`src/ignition_pkg.sv`:
```
// Purpose: shared constants for the ignition supervisor
// Assumes: 250 MHz system clock
// Notes:   timing figures kept in their own units, counts derived
package ignition_pkg;
  localparam int CLOCK_MHZ        = 250;
  localparam int MAX_CYL          = 8;
  localparam int RETARD_MAX_DEG   = 35;
  localparam int ANALOG_BITS      = 10;
  localparam int RETARD_BITS      = 6;
  localparam int SPEED_BITS       = 16;
  localparam logic [15:0] OVERSPEED_RPM_DEF = 16'h0898;  // 2200 rpm
  localparam logic [15:0] SECURITY_RPM_DEF  = 16'h015E;  // 350 rpm
  localparam logic [7:0]  PIN_COUNT_DEF     = 8'h17;     // 23 pins
  localparam logic        CONTACT_STOP_DEF  = 1'b0;      // 0 = shutdown mode
  // zero-speed declared after this long with no trigger or reset pin
  localparam int ZERO_SPEED_MS    = 500;
  localparam int ZERO_SPEED_CYC   = ZERO_SPEED_MS * CLOCK_MHZ * 1000;
  typedef enum logic [3:0] {
    ST_STOPPED = 4'h1,
    ST_VERIFY  = 4'h2,
    ST_RUN     = 4'h4,
    ST_FAULT   = 4'h8
  } state_type;
endpackage

```
`src/sync2.sv`:
```
// Purpose: two-flop synchroniser for pin inputs
// Assumes: input asynchronous to clock
// Notes:   first stage read only by second stage
`timescale 1ns/100ps
module sync2 #(
  parameter int WIDTH = 1
) (
  // clock and reset
  input  wire logic             clock,
  input  wire logic             rst,
  // data
  input  wire logic [WIDTH-1:0] din,
  output logic      [WIDTH-1:0] dout
);
  logic [WIDTH-1:0] stage1;

  // plain double register
  always_ff @(posedge clock or posedge rst) begin
    if (rst) begin
      stage1 <= '0;
      dout   <= '0;
    end else begin
      stage1 <= din;
      dout   <= stage1;
    end
  end
endmodule // sync2

```
`src/ignition_supervisor.sv`:
```
// Purpose: supervisory control of firing, fuel permit and contact input
// Assumes: pickups already squared up; speed measured elsewhere
// Notes:   one clock; analog value already digitised
// Behaviour
// - fuel permit drops whenever ignition stops
// - permit only after signals verified and firing
// - contact mode selectable, shutdown by default
// - grounded contact in shutdown mode suppresses firing
// - ground above security speed needs zero speed
// - open below security speed fires at once
// - selector mode switches schedule A/B while running
// - trigger checked against pin count each revolution
// - mismatch stops after one further revolution
// - analog input scaled into retard, capped
// - up to eight outputs fired in order
// - overspeed limit shuts ignition down
`timescale 1ns/100ps
module ignition_supervisor #(
  parameter int             CYLINDERS    = ignition_pkg::MAX_CYL,
  parameter int             ZERO_CYC     = ignition_pkg::ZERO_SPEED_CYC,
  parameter logic [15:0]    OVERSPEED    = ignition_pkg::OVERSPEED_RPM_DEF,
  parameter logic [15:0]    SECURITY     = ignition_pkg::SECURITY_RPM_DEF,
  parameter logic [7:0]     PIN_COUNT    = ignition_pkg::PIN_COUNT_DEF
) (
  // clock and reset
  input  wire logic        clock,
  input  wire logic        rst,
  // configuration
  input  wire logic        contactSelectsSchedule,
  // pins (asynchronous)
  input  wire logic        triggerPin,
  input  wire logic        resetPin,
  input  wire logic        camPin,
  input  wire logic        contactGrounded,
  input  wire logic [9:0]  analogLevel,
  // measured speed (same clock)
  input  wire logic [15:0] speedRpm,
  // outputs
  output logic [7:0]       fireOut,
  output logic             fuel_permit_signal,
  output logic             scheduleB,
  output logic [5:0]       retardDeg,
  output logic             patternFault,
  output logic             zeroSpeedPending
);
  localparam int ZW = $clog2(ZERO_CYC + 1);

  logic trig;
  logic rstp;
  logic cam;
  logic contact;
  logic [9:0] analogSync;
  logic trigLast;
  logic rstLast;
  logic trigRise;
  logic revRise;

  ignition_pkg::state_type state;
  ignition_pkg::state_type next_state;
  logic [7:0]  pinCount;
  logic [7:0]  next_pinCount;
  logic [2:0]  cylIdx;
  logic [2:0]  next_cylIdx;
  logic        faultArmed;
  logic        next_faultArmed;
  logic        zeroPend;
  logic        next_zeroPend;
  logic [ZW-1:0] idleCount;
  logic [ZW-1:0] next_idleCount;
  logic        sawCam;
  logic        next_sawCam;
  logic [7:0]  next_fireOut;
  logic        next_scheduleB;
  logic [5:0]  next_retardDeg;
  logic [15:0] retardProd;
  logic        shutContact;
  logic        atZero;
  logic [9:0]  analogPrev;
  logic [9:0]  analogStable;
  logic [9:0]  next_analogStable;

  // pins pass two flops before use
  sync2 #(.WIDTH(14)) u_sync (
    .clock (clock),
    .rst   (rst),
    .din   ({triggerPin, resetPin, camPin, contactGrounded, analogLevel}),
    .dout  ({trig, rstp, cam, contact, analogSync})
  );

  assign trigRise    = trig & ~trigLast;
  assign revRise     = rstp & ~rstLast;
  // shutdown mode is the default when the select is low
  assign shutContact = ~contactSelectsSchedule & contact;
  assign atZero      = (idleCount == ZW'(ZERO_CYC));
  // linear scale of full range onto 0..34 degrees, truncated
  assign retardProd  = 16'(analogStable * 6'(ignition_pkg::RETARD_MAX_DEG));

  // next-state logic of the supervisor
  always_comb begin
    next_state      = state;
    next_pinCount   = pinCount;
    next_cylIdx     = cylIdx;
    next_faultArmed = faultArmed;
    next_zeroPend   = zeroPend;
    next_sawCam     = sawCam | cam;
    next_fireOut    = '0;
    next_scheduleB  = scheduleB;
    next_retardDeg  = retardProd[15:10];
    // word taken only once two samples agree, so a skewed change never reaches retard
    next_analogStable = (analogSync == analogPrev) ? analogSync : analogStable;
    next_idleCount  = idleCount;
    // a revolution mark is motion too, so a restart is not taken for a stop
    if (trigRise || revRise) begin
      next_idleCount = '0;
    end else if (!atZero) begin
      next_idleCount = idleCount + ZW'(1);
    end
    // selector mode follows contact even while running
    if (contactSelectsSchedule) begin
      next_scheduleB = contact;
    end
    // ground above security speed latches the zero-speed wait
    if (shutContact && speedRpm > SECURITY) begin
      next_zeroPend = 1'b1;
    end else if (atZero) begin
      next_zeroPend = 1'b0;
    end
    if (trigRise) begin
      next_pinCount = pinCount + 8'h01;
    end
    case (state)
      ignition_pkg::ST_STOPPED: begin
        next_faultArmed = 1'b0;
        // open contact below security speed fires at once once verified
        if (!shutContact && !zeroPend && speedRpm < SECURITY && revRise) begin
          next_state    = ignition_pkg::ST_VERIFY;
          next_pinCount = '0;
          next_sawCam   = 1'b0;
        end
      end
      ignition_pkg::ST_VERIFY: begin
        // a full revolution with right pin count and cam seen
        if (revRise) begin
          next_pinCount = '0;
          next_sawCam   = 1'b0;
          if (pinCount == PIN_COUNT && sawCam) begin
            next_state  = ignition_pkg::ST_RUN;
            next_cylIdx = '0;
          end
        end
      end
      ignition_pkg::ST_RUN: begin
        // fire cylinders in firing order, one per slot
        if (trigRise && pinCount < 8'(CYLINDERS)) begin
          next_fireOut[cylIdx] = 1'b1;
          next_cylIdx = (cylIdx == 3'(CYLINDERS - 1)) ? 3'h0 : cylIdx + 3'h1;
        end
        if (revRise) begin
          next_pinCount = '0;
          next_cylIdx   = '0;
          // check pattern each revolution
          if (pinCount != PIN_COUNT) begin
            next_faultArmed = 1'b1;
          end
          // one more full revolution after the mismatch, then stop
          if (faultArmed) begin
            next_state = ignition_pkg::ST_FAULT;
          end
        end
      end
      ignition_pkg::ST_FAULT: begin
        if (atZero) begin
          next_state = ignition_pkg::ST_STOPPED;
        end
      end
      default: next_state = ignition_pkg::ST_STOPPED;
    endcase
    // overspeed, contact or zero-speed wait stop firing
    if (state == ignition_pkg::ST_RUN || state == ignition_pkg::ST_VERIFY) begin
      if (speedRpm >= OVERSPEED) begin
        next_state = ignition_pkg::ST_FAULT;
      end else if (shutContact || next_zeroPend || atZero) begin
        next_state = ignition_pkg::ST_STOPPED;
      end
    end
    if (next_state != ignition_pkg::ST_RUN) begin
      next_fireOut = '0;
    end
  end

  // register the supervisor state
  always_ff @(posedge clock or posedge rst) begin
    if (rst) begin
      state      <= ignition_pkg::ST_STOPPED;
      pinCount   <= '0;
      cylIdx     <= '0;
      faultArmed <= 1'b0;
      zeroPend   <= 1'b0;
      idleCount  <= '0;
      sawCam     <= 1'b0;
      fireOut    <= '0;
      scheduleB  <= 1'b0;
      retardDeg  <= '0;
      trigLast   <= 1'b0;
      rstLast    <= 1'b0;
      analogPrev   <= '0;
      analogStable <= '0;
    end else begin
      state      <= next_state;
      pinCount   <= next_pinCount;
      cylIdx     <= next_cylIdx;
      faultArmed <= next_faultArmed;
      zeroPend   <= next_zeroPend;
      idleCount  <= next_idleCount;
      sawCam     <= next_sawCam;
      fireOut    <= next_fireOut;
      scheduleB  <= next_scheduleB;
      retardDeg  <= next_retardDeg;
      trigLast   <= trig;
      rstLast    <= rstp;
      analogPrev   <= analogSync;
      analogStable <= next_analogStable;
    end
  end

  // permit only while running and nothing suppresses
  assign fuel_permit_signal = (state == ignition_pkg::ST_RUN) & ~shutContact
                              & ~zeroPend;
  assign patternFault       = (state == ignition_pkg::ST_FAULT);
  assign zeroSpeedPending   = zeroPend;

  // checks
  a_permit_run: assert property (@(posedge clock) disable iff (rst)
    fuel_permit_signal |-> state == ignition_pkg::ST_RUN)
    else $error("permit outside run");
  a_permit_verify: assert property (@(posedge clock) disable iff (rst)
    state == ignition_pkg::ST_VERIFY |-> !fuel_permit_signal)
    else $error("permit during verify");
  // permit may only come up straight out of verification
  a_permit_rise: assert property (@(posedge clock) disable iff (rst)
    $rose(fuel_permit_signal) |-> $past(state) == ignition_pkg::ST_VERIFY)
    else $error("permit without verification");
  // the cycle after a grounded contact is seen nothing may fire
  a_contact_nofire: assert property (@(posedge clock) disable iff (rst)
    shutContact |=> fireOut == 8'h00)
    else $error("fired with contact grounded");
  a_zero_wait: assert property (@(posedge clock) disable iff (rst)
    zeroPend |=> fireOut == 8'h00)
    else $error("fired during zero-speed wait");
  a_overspeed_stop: assert property (@(posedge clock) disable iff (rst)
    state == ignition_pkg::ST_RUN && speedRpm >= OVERSPEED
    |=> state == ignition_pkg::ST_FAULT)
    else $error("overspeed not stopped");
  a_schedule_sel: assert property (@(posedge clock) disable iff (rst)
    contactSelectsSchedule |=> scheduleB == $past(contact))
    else $error("schedule not followed");
  a_retard_cap: assert property (@(posedge clock) disable iff (rst)
    retardDeg <= 6'h23)
    else $error("retard above limit");
  a_one_hot_fire: assert property (@(posedge clock) disable iff (rst)
    $onehot0(fireOut))
    else $error("more than one output fired");
  // an overspeed trip may land mid-revolution, so it is left out here
  a_fault_delay: assert property (@(posedge clock) disable iff (rst)
    $rose(state == ignition_pkg::ST_FAULT) && $past(faultArmed)
    && $past(speedRpm) < OVERSPEED |-> $past(revRise))
    else $error("fault stop not on revolution");
  // suppression drops the permit now and keeps it down after the stop
  a_permit_contact: assert property (@(posedge clock) disable iff (rst)
    shutContact || zeroPend |-> !fuel_permit_signal ##1 !fuel_permit_signal)
    else $error("permit with contact grounded");
  c_run: cover property (@(posedge clock) disable iff (rst) state == ignition_pkg::ST_RUN);
  c_fault: cover property (@(posedge clock) disable iff (rst) state == ignition_pkg::ST_FAULT);
  c_zero: cover property (@(posedge clock) disable iff (rst) $fell(zeroPend));
  c_sched: cover property (@(posedge clock) disable iff (rst) $rose(scheduleB));
endmodule // ignition_supervisor

```
`config.mk`:
```
export PLATFORM = sky130hd
export DESIGN_NAME = ignition_supervisor
export DESIGN_NICKNAME = d
export VERILOG_FILES = /design/src/ignition_pkg.sv /design/src/sync2.sv /design/src/ignition_supervisor.sv
export SDC_FILE = /design/constraint.sdc
export NUM_CORES = 1
export LEC_CHECK = 0
export BUFFER_PORTS_ARGS = -buffer_cell sky130_fd_sc_hd__buf_2
export CORE_MARGIN = 5
export CORE_UTILIZATION = 35
export DETAILED_ROUTE_END_ITERATION = 10
export HOLD_SLACK_MARGIN = 0.02
export PLACE_DENSITY = 0.62
export SLEW_MARGIN = 10
export SYNTH_ARGS = -nofsm -noshare
export SYNTH_HDL_FRONTEND = slang
export SYNTH_HIERARCHICAL = 1
export SYNTH_SLANG_ARGS = --single-unit
```
`constraint.sdc`:
```
create_clock -name clock -period 8.4 [get_ports clock]
set_input_delay 1.68 -clock clock [delete_from_list [all_inputs] [get_ports clock]]
set_output_delay 1.68 -clock clock [all_outputs]
set_load 0.1 [all_outputs]
```
==> out/results.txt, run 1 <==
I/O Buffers: 50
Crit Path Category: primary input to output pin
clock buffer depth: 2
cells after synthesis: 457
Worst Path Arrival: 2.61 ns
# DRC: 0
gp weighted congestion: 0.841
Post-Syn Area: 5280 µm²
Crit path required time: 6.72 ns
Hold Buf Count CTS: 0
Total GRT Usage: 0.120
Die ar.: 17700 µm²
RSZ-0062 raised after global routing: no
Post-CTS Setup Bufs: 0
Worst-Margin Slew: 1.01 ns
io pins: 51
CP Launch Type: primary input
largest net degree at the start of global routing: 83
ant diodes: 0
antenna violations before repair: 0
final instance area: 6070 µm²
Synth Flop Type: dfrtp_1
Site Rows: 45
Register-to-Register Path Depth: 11
skew final: 0.0131 ns
Post-synth ARST share: 1.00
Routed WL: 9800 µm
clock insertion delay at the later pin of the skew report: 0.35 ns
total CTS buffers: 9
Fin Setup TNS: 0 ns
Vias: 3512
max-slew violation count: 0
EDFF count, synth: 0
setup violators final: 0
crit path max fanout: 4
drt first pass iters: 4
FILL cells: 1452
vias per inst: 4.98
most common cell in the netlist: dfrtp_1
outcome: complete, no violations
syn nets: 527
clock tree from TritonCTS: yes
Iter 0 DRT Violations: 141
Tightest Hold Check Type: flop to flop
max-cap violations: 0
Slew headroom: 0.327
fin cells: 705
Yosys cell types: 61
Cells after DPL: 689
Synth area leaders: dfrtp_1 (52%), ha_1 (7.6%), xor2_1 (4.5%)
Avg Synthesized Cell Area: 11.6 µm²
grt ovf: 0
CTS Sinks: 110
Fmax: 0.233 GHz
hold depth: 0
P_leak: 0.00285 µW
post-route ant nets: 0
Area Growth Syn to Fin: 14.9%
Resize count post-CTS: 0
DP Wirelength: 7230 µm
clk root buf: clkbuf_16
most frequent cells after synthesis: dfrtp_1 (109), nor2_1 (47), inv_1 (35)
Yosys top cell area share: 0.516
Tmin final: 4.29 ns
met2 Use GR: 0.193
Total Power: 1200 µW
period utilization: 0.510
Setup crit end kind: output pin
first-pass GRT wire length: 17500 µm
Peak VDD IR: 0.154 mV
pwr dens: 198 nW/µm²
Initial Utilization: 0.353
final hold violation count: 0
GR Util met3: 0.0319
number of H-tree levels: 3
ratio of cells with drive above 1 in the final layout: 0.197
leading area contributor after synthesis: dfrtp_1
Die Ht: 133 µm
die width: 133 µm
CTS clk-pin slew, worst paths: 0.08 ns
#FFs+latches synth: 110
register area share after synthesis: 0.521
placed cell area: 5740 µm²
Nets: 582
Core Area: 15000 µm²
number of global-route vias before repair: 3681
wire per inst: 13.9 µm
busiest grt layer: met2
Warnings, synthesis: 6
GR Util met1: 0.154
cells by family (layout without fill, tap and decap cells):
| family | after synthesis | count (layout) | synth area share |
|---|---|---|---|
| compound gates | 36 | 36 | 0.0556 |
| xor+xnor | 47 | 47 | 0.0779 |
| fa+ha+maj | 37 | 37 | 0.0947 |
| buf+inv | 42 | 102 | 0.0320 |
| flops | 110 | 110 | 0.521 |
| mux | 14 | 14 | 0.0296 |
| simple gates | 171 | 171 | 0.189 |
where the power goes:
part	total (µW)	internal (µW)	switching [µW]	leakage (µW)
Clock	457	245	212	0.000161
Sequential	610	569	40.5	0.00141
Combinational	138	55.3	82.7	0.00129
Total	1200	869	336	0.00285
routing by layer:
layer / up-vias / share of wire / wire length (µm)
met1: 1744 / 0.47 / 4610
met5: - / 0 / 0
met3: 8 / 0.038 / 374
met2: 63 / 0.48 / 4700
met4: 0 / 0.012 / 114
li1: 1697 / - / -
cells in the final DEF, fill, tap and decap left out, types with 2 or more instances in the layout:
cell type / count
a21oi_1: 7
nand3_1: 12
or2_2: 4
buf_2: 50
or3_1: 3
and3_1: 4
a21o_1: 2
or4bb_1: 2
a211oi_1: 5
nand4_1: 12
dfrtp_1: 109
nor4b_1: 3
or2b_2: 3
xor2_1: 27
or4b_1: 3
nor2_1: 47
inv_1: 34
ha_1: 32
xnor2_1: 20
nor4_2: 3
or4_1: 2
mux2_2: 13
nor2b_1: 4
and4_1: 4
a21boi_0: 2
or3b_1: 2
clkinv_8: 2
clkbuf_16: 9
fa_1: 5
nand2b_1: 3
and2_1: 4
inv_6: 2
nand2_1: 22
nor4_1: 15
o21ai_0: 5
nor3_1: 9
flip-flops by register name (all words and copies together), names as in the netlist, 3 cells and up:
| signal | cells |
|---|---|
| analogPrev | 10 |
| analogStable | 10 |
| cylIdx | 3 |
| fireOut | 8 |
| idleCount | 27 |
| pinCount | 8 |
| retardDeg | 6 |
| state | 4 |
| u_sync/dout | 14 |
| u_sync/stage1 | 14 |
per-stage QoR:
step                      hold slack (ns)  worst slack, ns  utilization
final                               0.351             4.11        0.406
after global routing                0.357             4.01        0.406
after CTS                           0.353             4.09        0.406
after detailed placement            0.335             4.09        0.383
after global placement              0.332             4.08        0.383
after floorplan                     0.331             2.92            -
path summary, 6_finish.rpt:
path                                   startpoint                  to  slack (ns)
hold reg to reg                  u_sync/stage1[3]      u_sync/dout[3]        0.35
setup / recovery           contactSelectsSchedule  fuel_permit_signal        4.11
hold / removal                   u_sync/stage1[3]      u_sync/dout[3]        0.35
setup reg to reg                  analogStable[5]        retardDeg[5]        5.33
min in group asynchronous                     rst    u_sync/stage1[0]        1.57
max in group asynchronous                     rst       idleCount[10]        6.11
critical path, cell delays in order:
cell     delay, ns
buf_2         0.09
nor2b_1       0.09
nor3_1        0.26
buf_2         0.48
layout make-up:
class | instances | area (µm²) | area share
Clock inverter | 7 | 108 | 0.0177
Sequential cell | 110 | 2750 | 0.453
Clock buffer | 9 | 225 | 0.0371
Multi-Input combinational cell | 305 | 2360 | 0.389
Timing Repair Buffer | 51 | 258 | 0.0424
Inverter | 35 | 133 | 0.0218
Tap cell | 188 | 235 | 0.0387
No activity file was read; power rests on OpenSTA's default activity.
==> run 2, diff against run 1 <==
PLACE_DENSITY = 0.64   (was 0.62)
clock period = 3.65 ns   (was 8.4 ns; I/O delays follow)
==> run 2 against run 1 <==
  * Register-to-register slack lost 4.7 ns
  * Wire length shrank 0.79%
  * Critical path type is now flop to flop
  * Combinational power grew 130%
  * Highest routed layer unchanged
  * Non-clock buffer count grew 1
  * Hold slack lost 0.0043 ns
==> out/results.txt, run 2 (synthesis results as in run 1) <==
outcome: complete, no violations
Crit path required time: 3.89 ns (-2.83 ns)
Nets: 583 (+0.17%)
crit path max fanout: 4 (unchanged)
Die Ht: 133 µm (unchanged)
Area Growth Syn to Fin: 14.7%
CP cell instances: ha_1, ha_1, inv_1, fa_1, inv_1, ha_1, a211oi_1, nor2_1, nor4_1, a21oi_1, and2_1
setup violators final: 0 (unchanged)
Vias: 3547 (+1.0%)
number of H-tree levels: 3 (unchanged)
largest registers: idleCount (27), u_sync/dout (14), u_sync/stage1 (14)
Worst Path Arrival: 3.28 ns (+0.67 ns)
final hold violation count: 0 (unchanged)
clock buffer depth: 2 (unchanged)
clk root buf: clkbuf_16
post-route ant nets: 0 (unchanged)
Top reg by flops: idleCount
Setup crit end kind: flop
Fin Setup TNS: 0 ns (unchanged)
Register-to-Register Path Depth: 11 (unchanged)
gp weighted congestion: 0.790 (-6.1%)
ant diodes: 0 (unchanged)
number of global-route vias before repair: 3514 (-4.5%)
most frequent CP cell: ha_1
I/O Buffers: 50 (unchanged)
Tmin final: 3.04 ns
die width: 133 µm (unchanged)
Core Area: 15000 µm² (unchanged)
fin cells: 706 (+0.14%)
total CTS buffers: 9 (unchanged)
Peak VDD IR: 0.247 mV (+60%)
max-cap violations: 0 (unchanged)
Total GRT Usage: 0.117 (-0.00283)
Post-CTS Setup Bufs: 0 (unchanged)
critical path depth in cells: 11 (+7)
Initial Utilization: 0.353 (unchanged)
io pins: 51 (unchanged)
clock insertion delay at the later pin of the skew report: 0.35 ns (about the same)
Total Power: 2690 µW (+120%)
hold depth: 0 (unchanged)
antenna violations before repair: 0 (unchanged)
Worst-Margin Slew: 0.984 ns (-0.0262 ns)
largest net degree at the start of global routing: 40 (-52%)
Crit Path Category: flop to flop
Cells after DPL: 690 (+0.15%)
Slew headroom: 0.343 (+0.0167)
# DRC: 0 (unchanged)
first-pass GRT wire length: 17000 µm (-3.2%)
Hold Buf Count CTS: 0 (unchanged)
RSZ-0062 raised after global routing: no
wire per inst: 13.8 µm (-0.93%)
pwr dens: 444 nW/µm² (+120%)
crit path buf inv count: 2 (unchanged)
CTS Sinks: 110 (unchanged)
Worst Hold Slack: 0.347 ns (-0.00431 ns)
skew final: 0.0129 ns (-0.000213 ns)
period utilization: 0.833
grt ovf: 0 (unchanged)
DP Wirelength: 7320 µm (+1.2%)
crit-path max cell delay: 0.53 ns (+0.05 ns)
commonest cells after routing, fill and taps aside: dfrtp_1 (109), buf_2 (50), nor2_1 (47)
Resize count post-CTS: 0 (unchanged)
clock tree from TritonCTS: yes
drt first pass iters: 4 (unchanged)
critical path's top delay family: adder cells
Iter 0 DRT Violations: 216 (+53%)
most common cell after layout, fill and taps aside: dfrtp_1
Largest register FFs: 27 (unchanged)
CTS clk-pin slew, worst paths: 0.07 ns (about the same)
max-slew violation count: 0 (unchanged)
Tightest Hold Check Type: flop to flop
P_leak: 0.00284 µW (-0.31%)
Die ar.: 17700 µm² (unchanged)
vias per inst: 5.02 (+0.85%)
CP Launch Type: flop
Fmax: 0.329 GHz
ratio of cells with drive above 1 in the final layout: 0.203 (+0.00541)
highest-delay cell along the critical path: fa_1
Site Rows: 45 (unchanged)
Routed WL: 9720 µm (-0.79%)
==> run 2: report_power, final <==
part	switching, µW	internal, µW
sequential	92.3	1310
combinational	193	128
clock	440	528
total	725	1970
==> run 2: routing by layer <==
metal,share of wire,GRT usage
met1,0.48,0.162
met2,0.47,0.177
met3,0.044,0.0392
met4,0.011,0.0306
met5,0,0
==> run 2: worst register-to-register path: stages (launching register included) <==
cell,delay [ns]
dfrtp_1,0.42
ha_1,0.30
ha_1,0.27
inv_1,0.05
fa_1,0.53
inv_1,0.05
ha_1,0.33
a211oi_1,0.24
nor2_1,0.11
nor4_1,0.30
a21oi_1,0.16
and2_1,0.19
==> run 2: stage by stage <==
stage / utilization / area [µm²] / setup WS, ns
after floorplan: - / 5300 / 0.644
after global placement: 0.385 / 5760 / 0.720
after detailed placement: 0.385 / 5760 / 0.650
after CTS: 0.405 / 6060 / 0.620
after global routing: 0.405 / 6060 / 0.402
final: 0.405 / 6060 / 0.610
==> run 2: layout make-up <==
type / count / area [µm²]
clock inverters: 4 / 36.3
clock buffers: 12 / 267
repair buffers: 52 / 265
well taps: 188 / 235
fillers: 1436 / 8910
multi-input cells: 305 / 2370
inverters: 35 / 133
flip-flops and latches: 110 / 2750
==> run 2: path summary, 6_finish.rpt <==
| path | slack (ns) | to | start |
|---|---|---|---|
| max | 0.61 | retardDeg[5] | analogStable[7] |
| min | 0.35 | u_sync/dout[2] | u_sync/stage1[2] |
| max reg2reg | 0.61 | retardDeg[5] | analogStable[7] |
| min reg2reg | 0.35 | u_sync/dout[2] | u_sync/stage1[2] |
| max in group asynchronous | 2.39 | state[0] | rst |
| min in group asynchronous | 0.45 | idleCount[21] | rst |
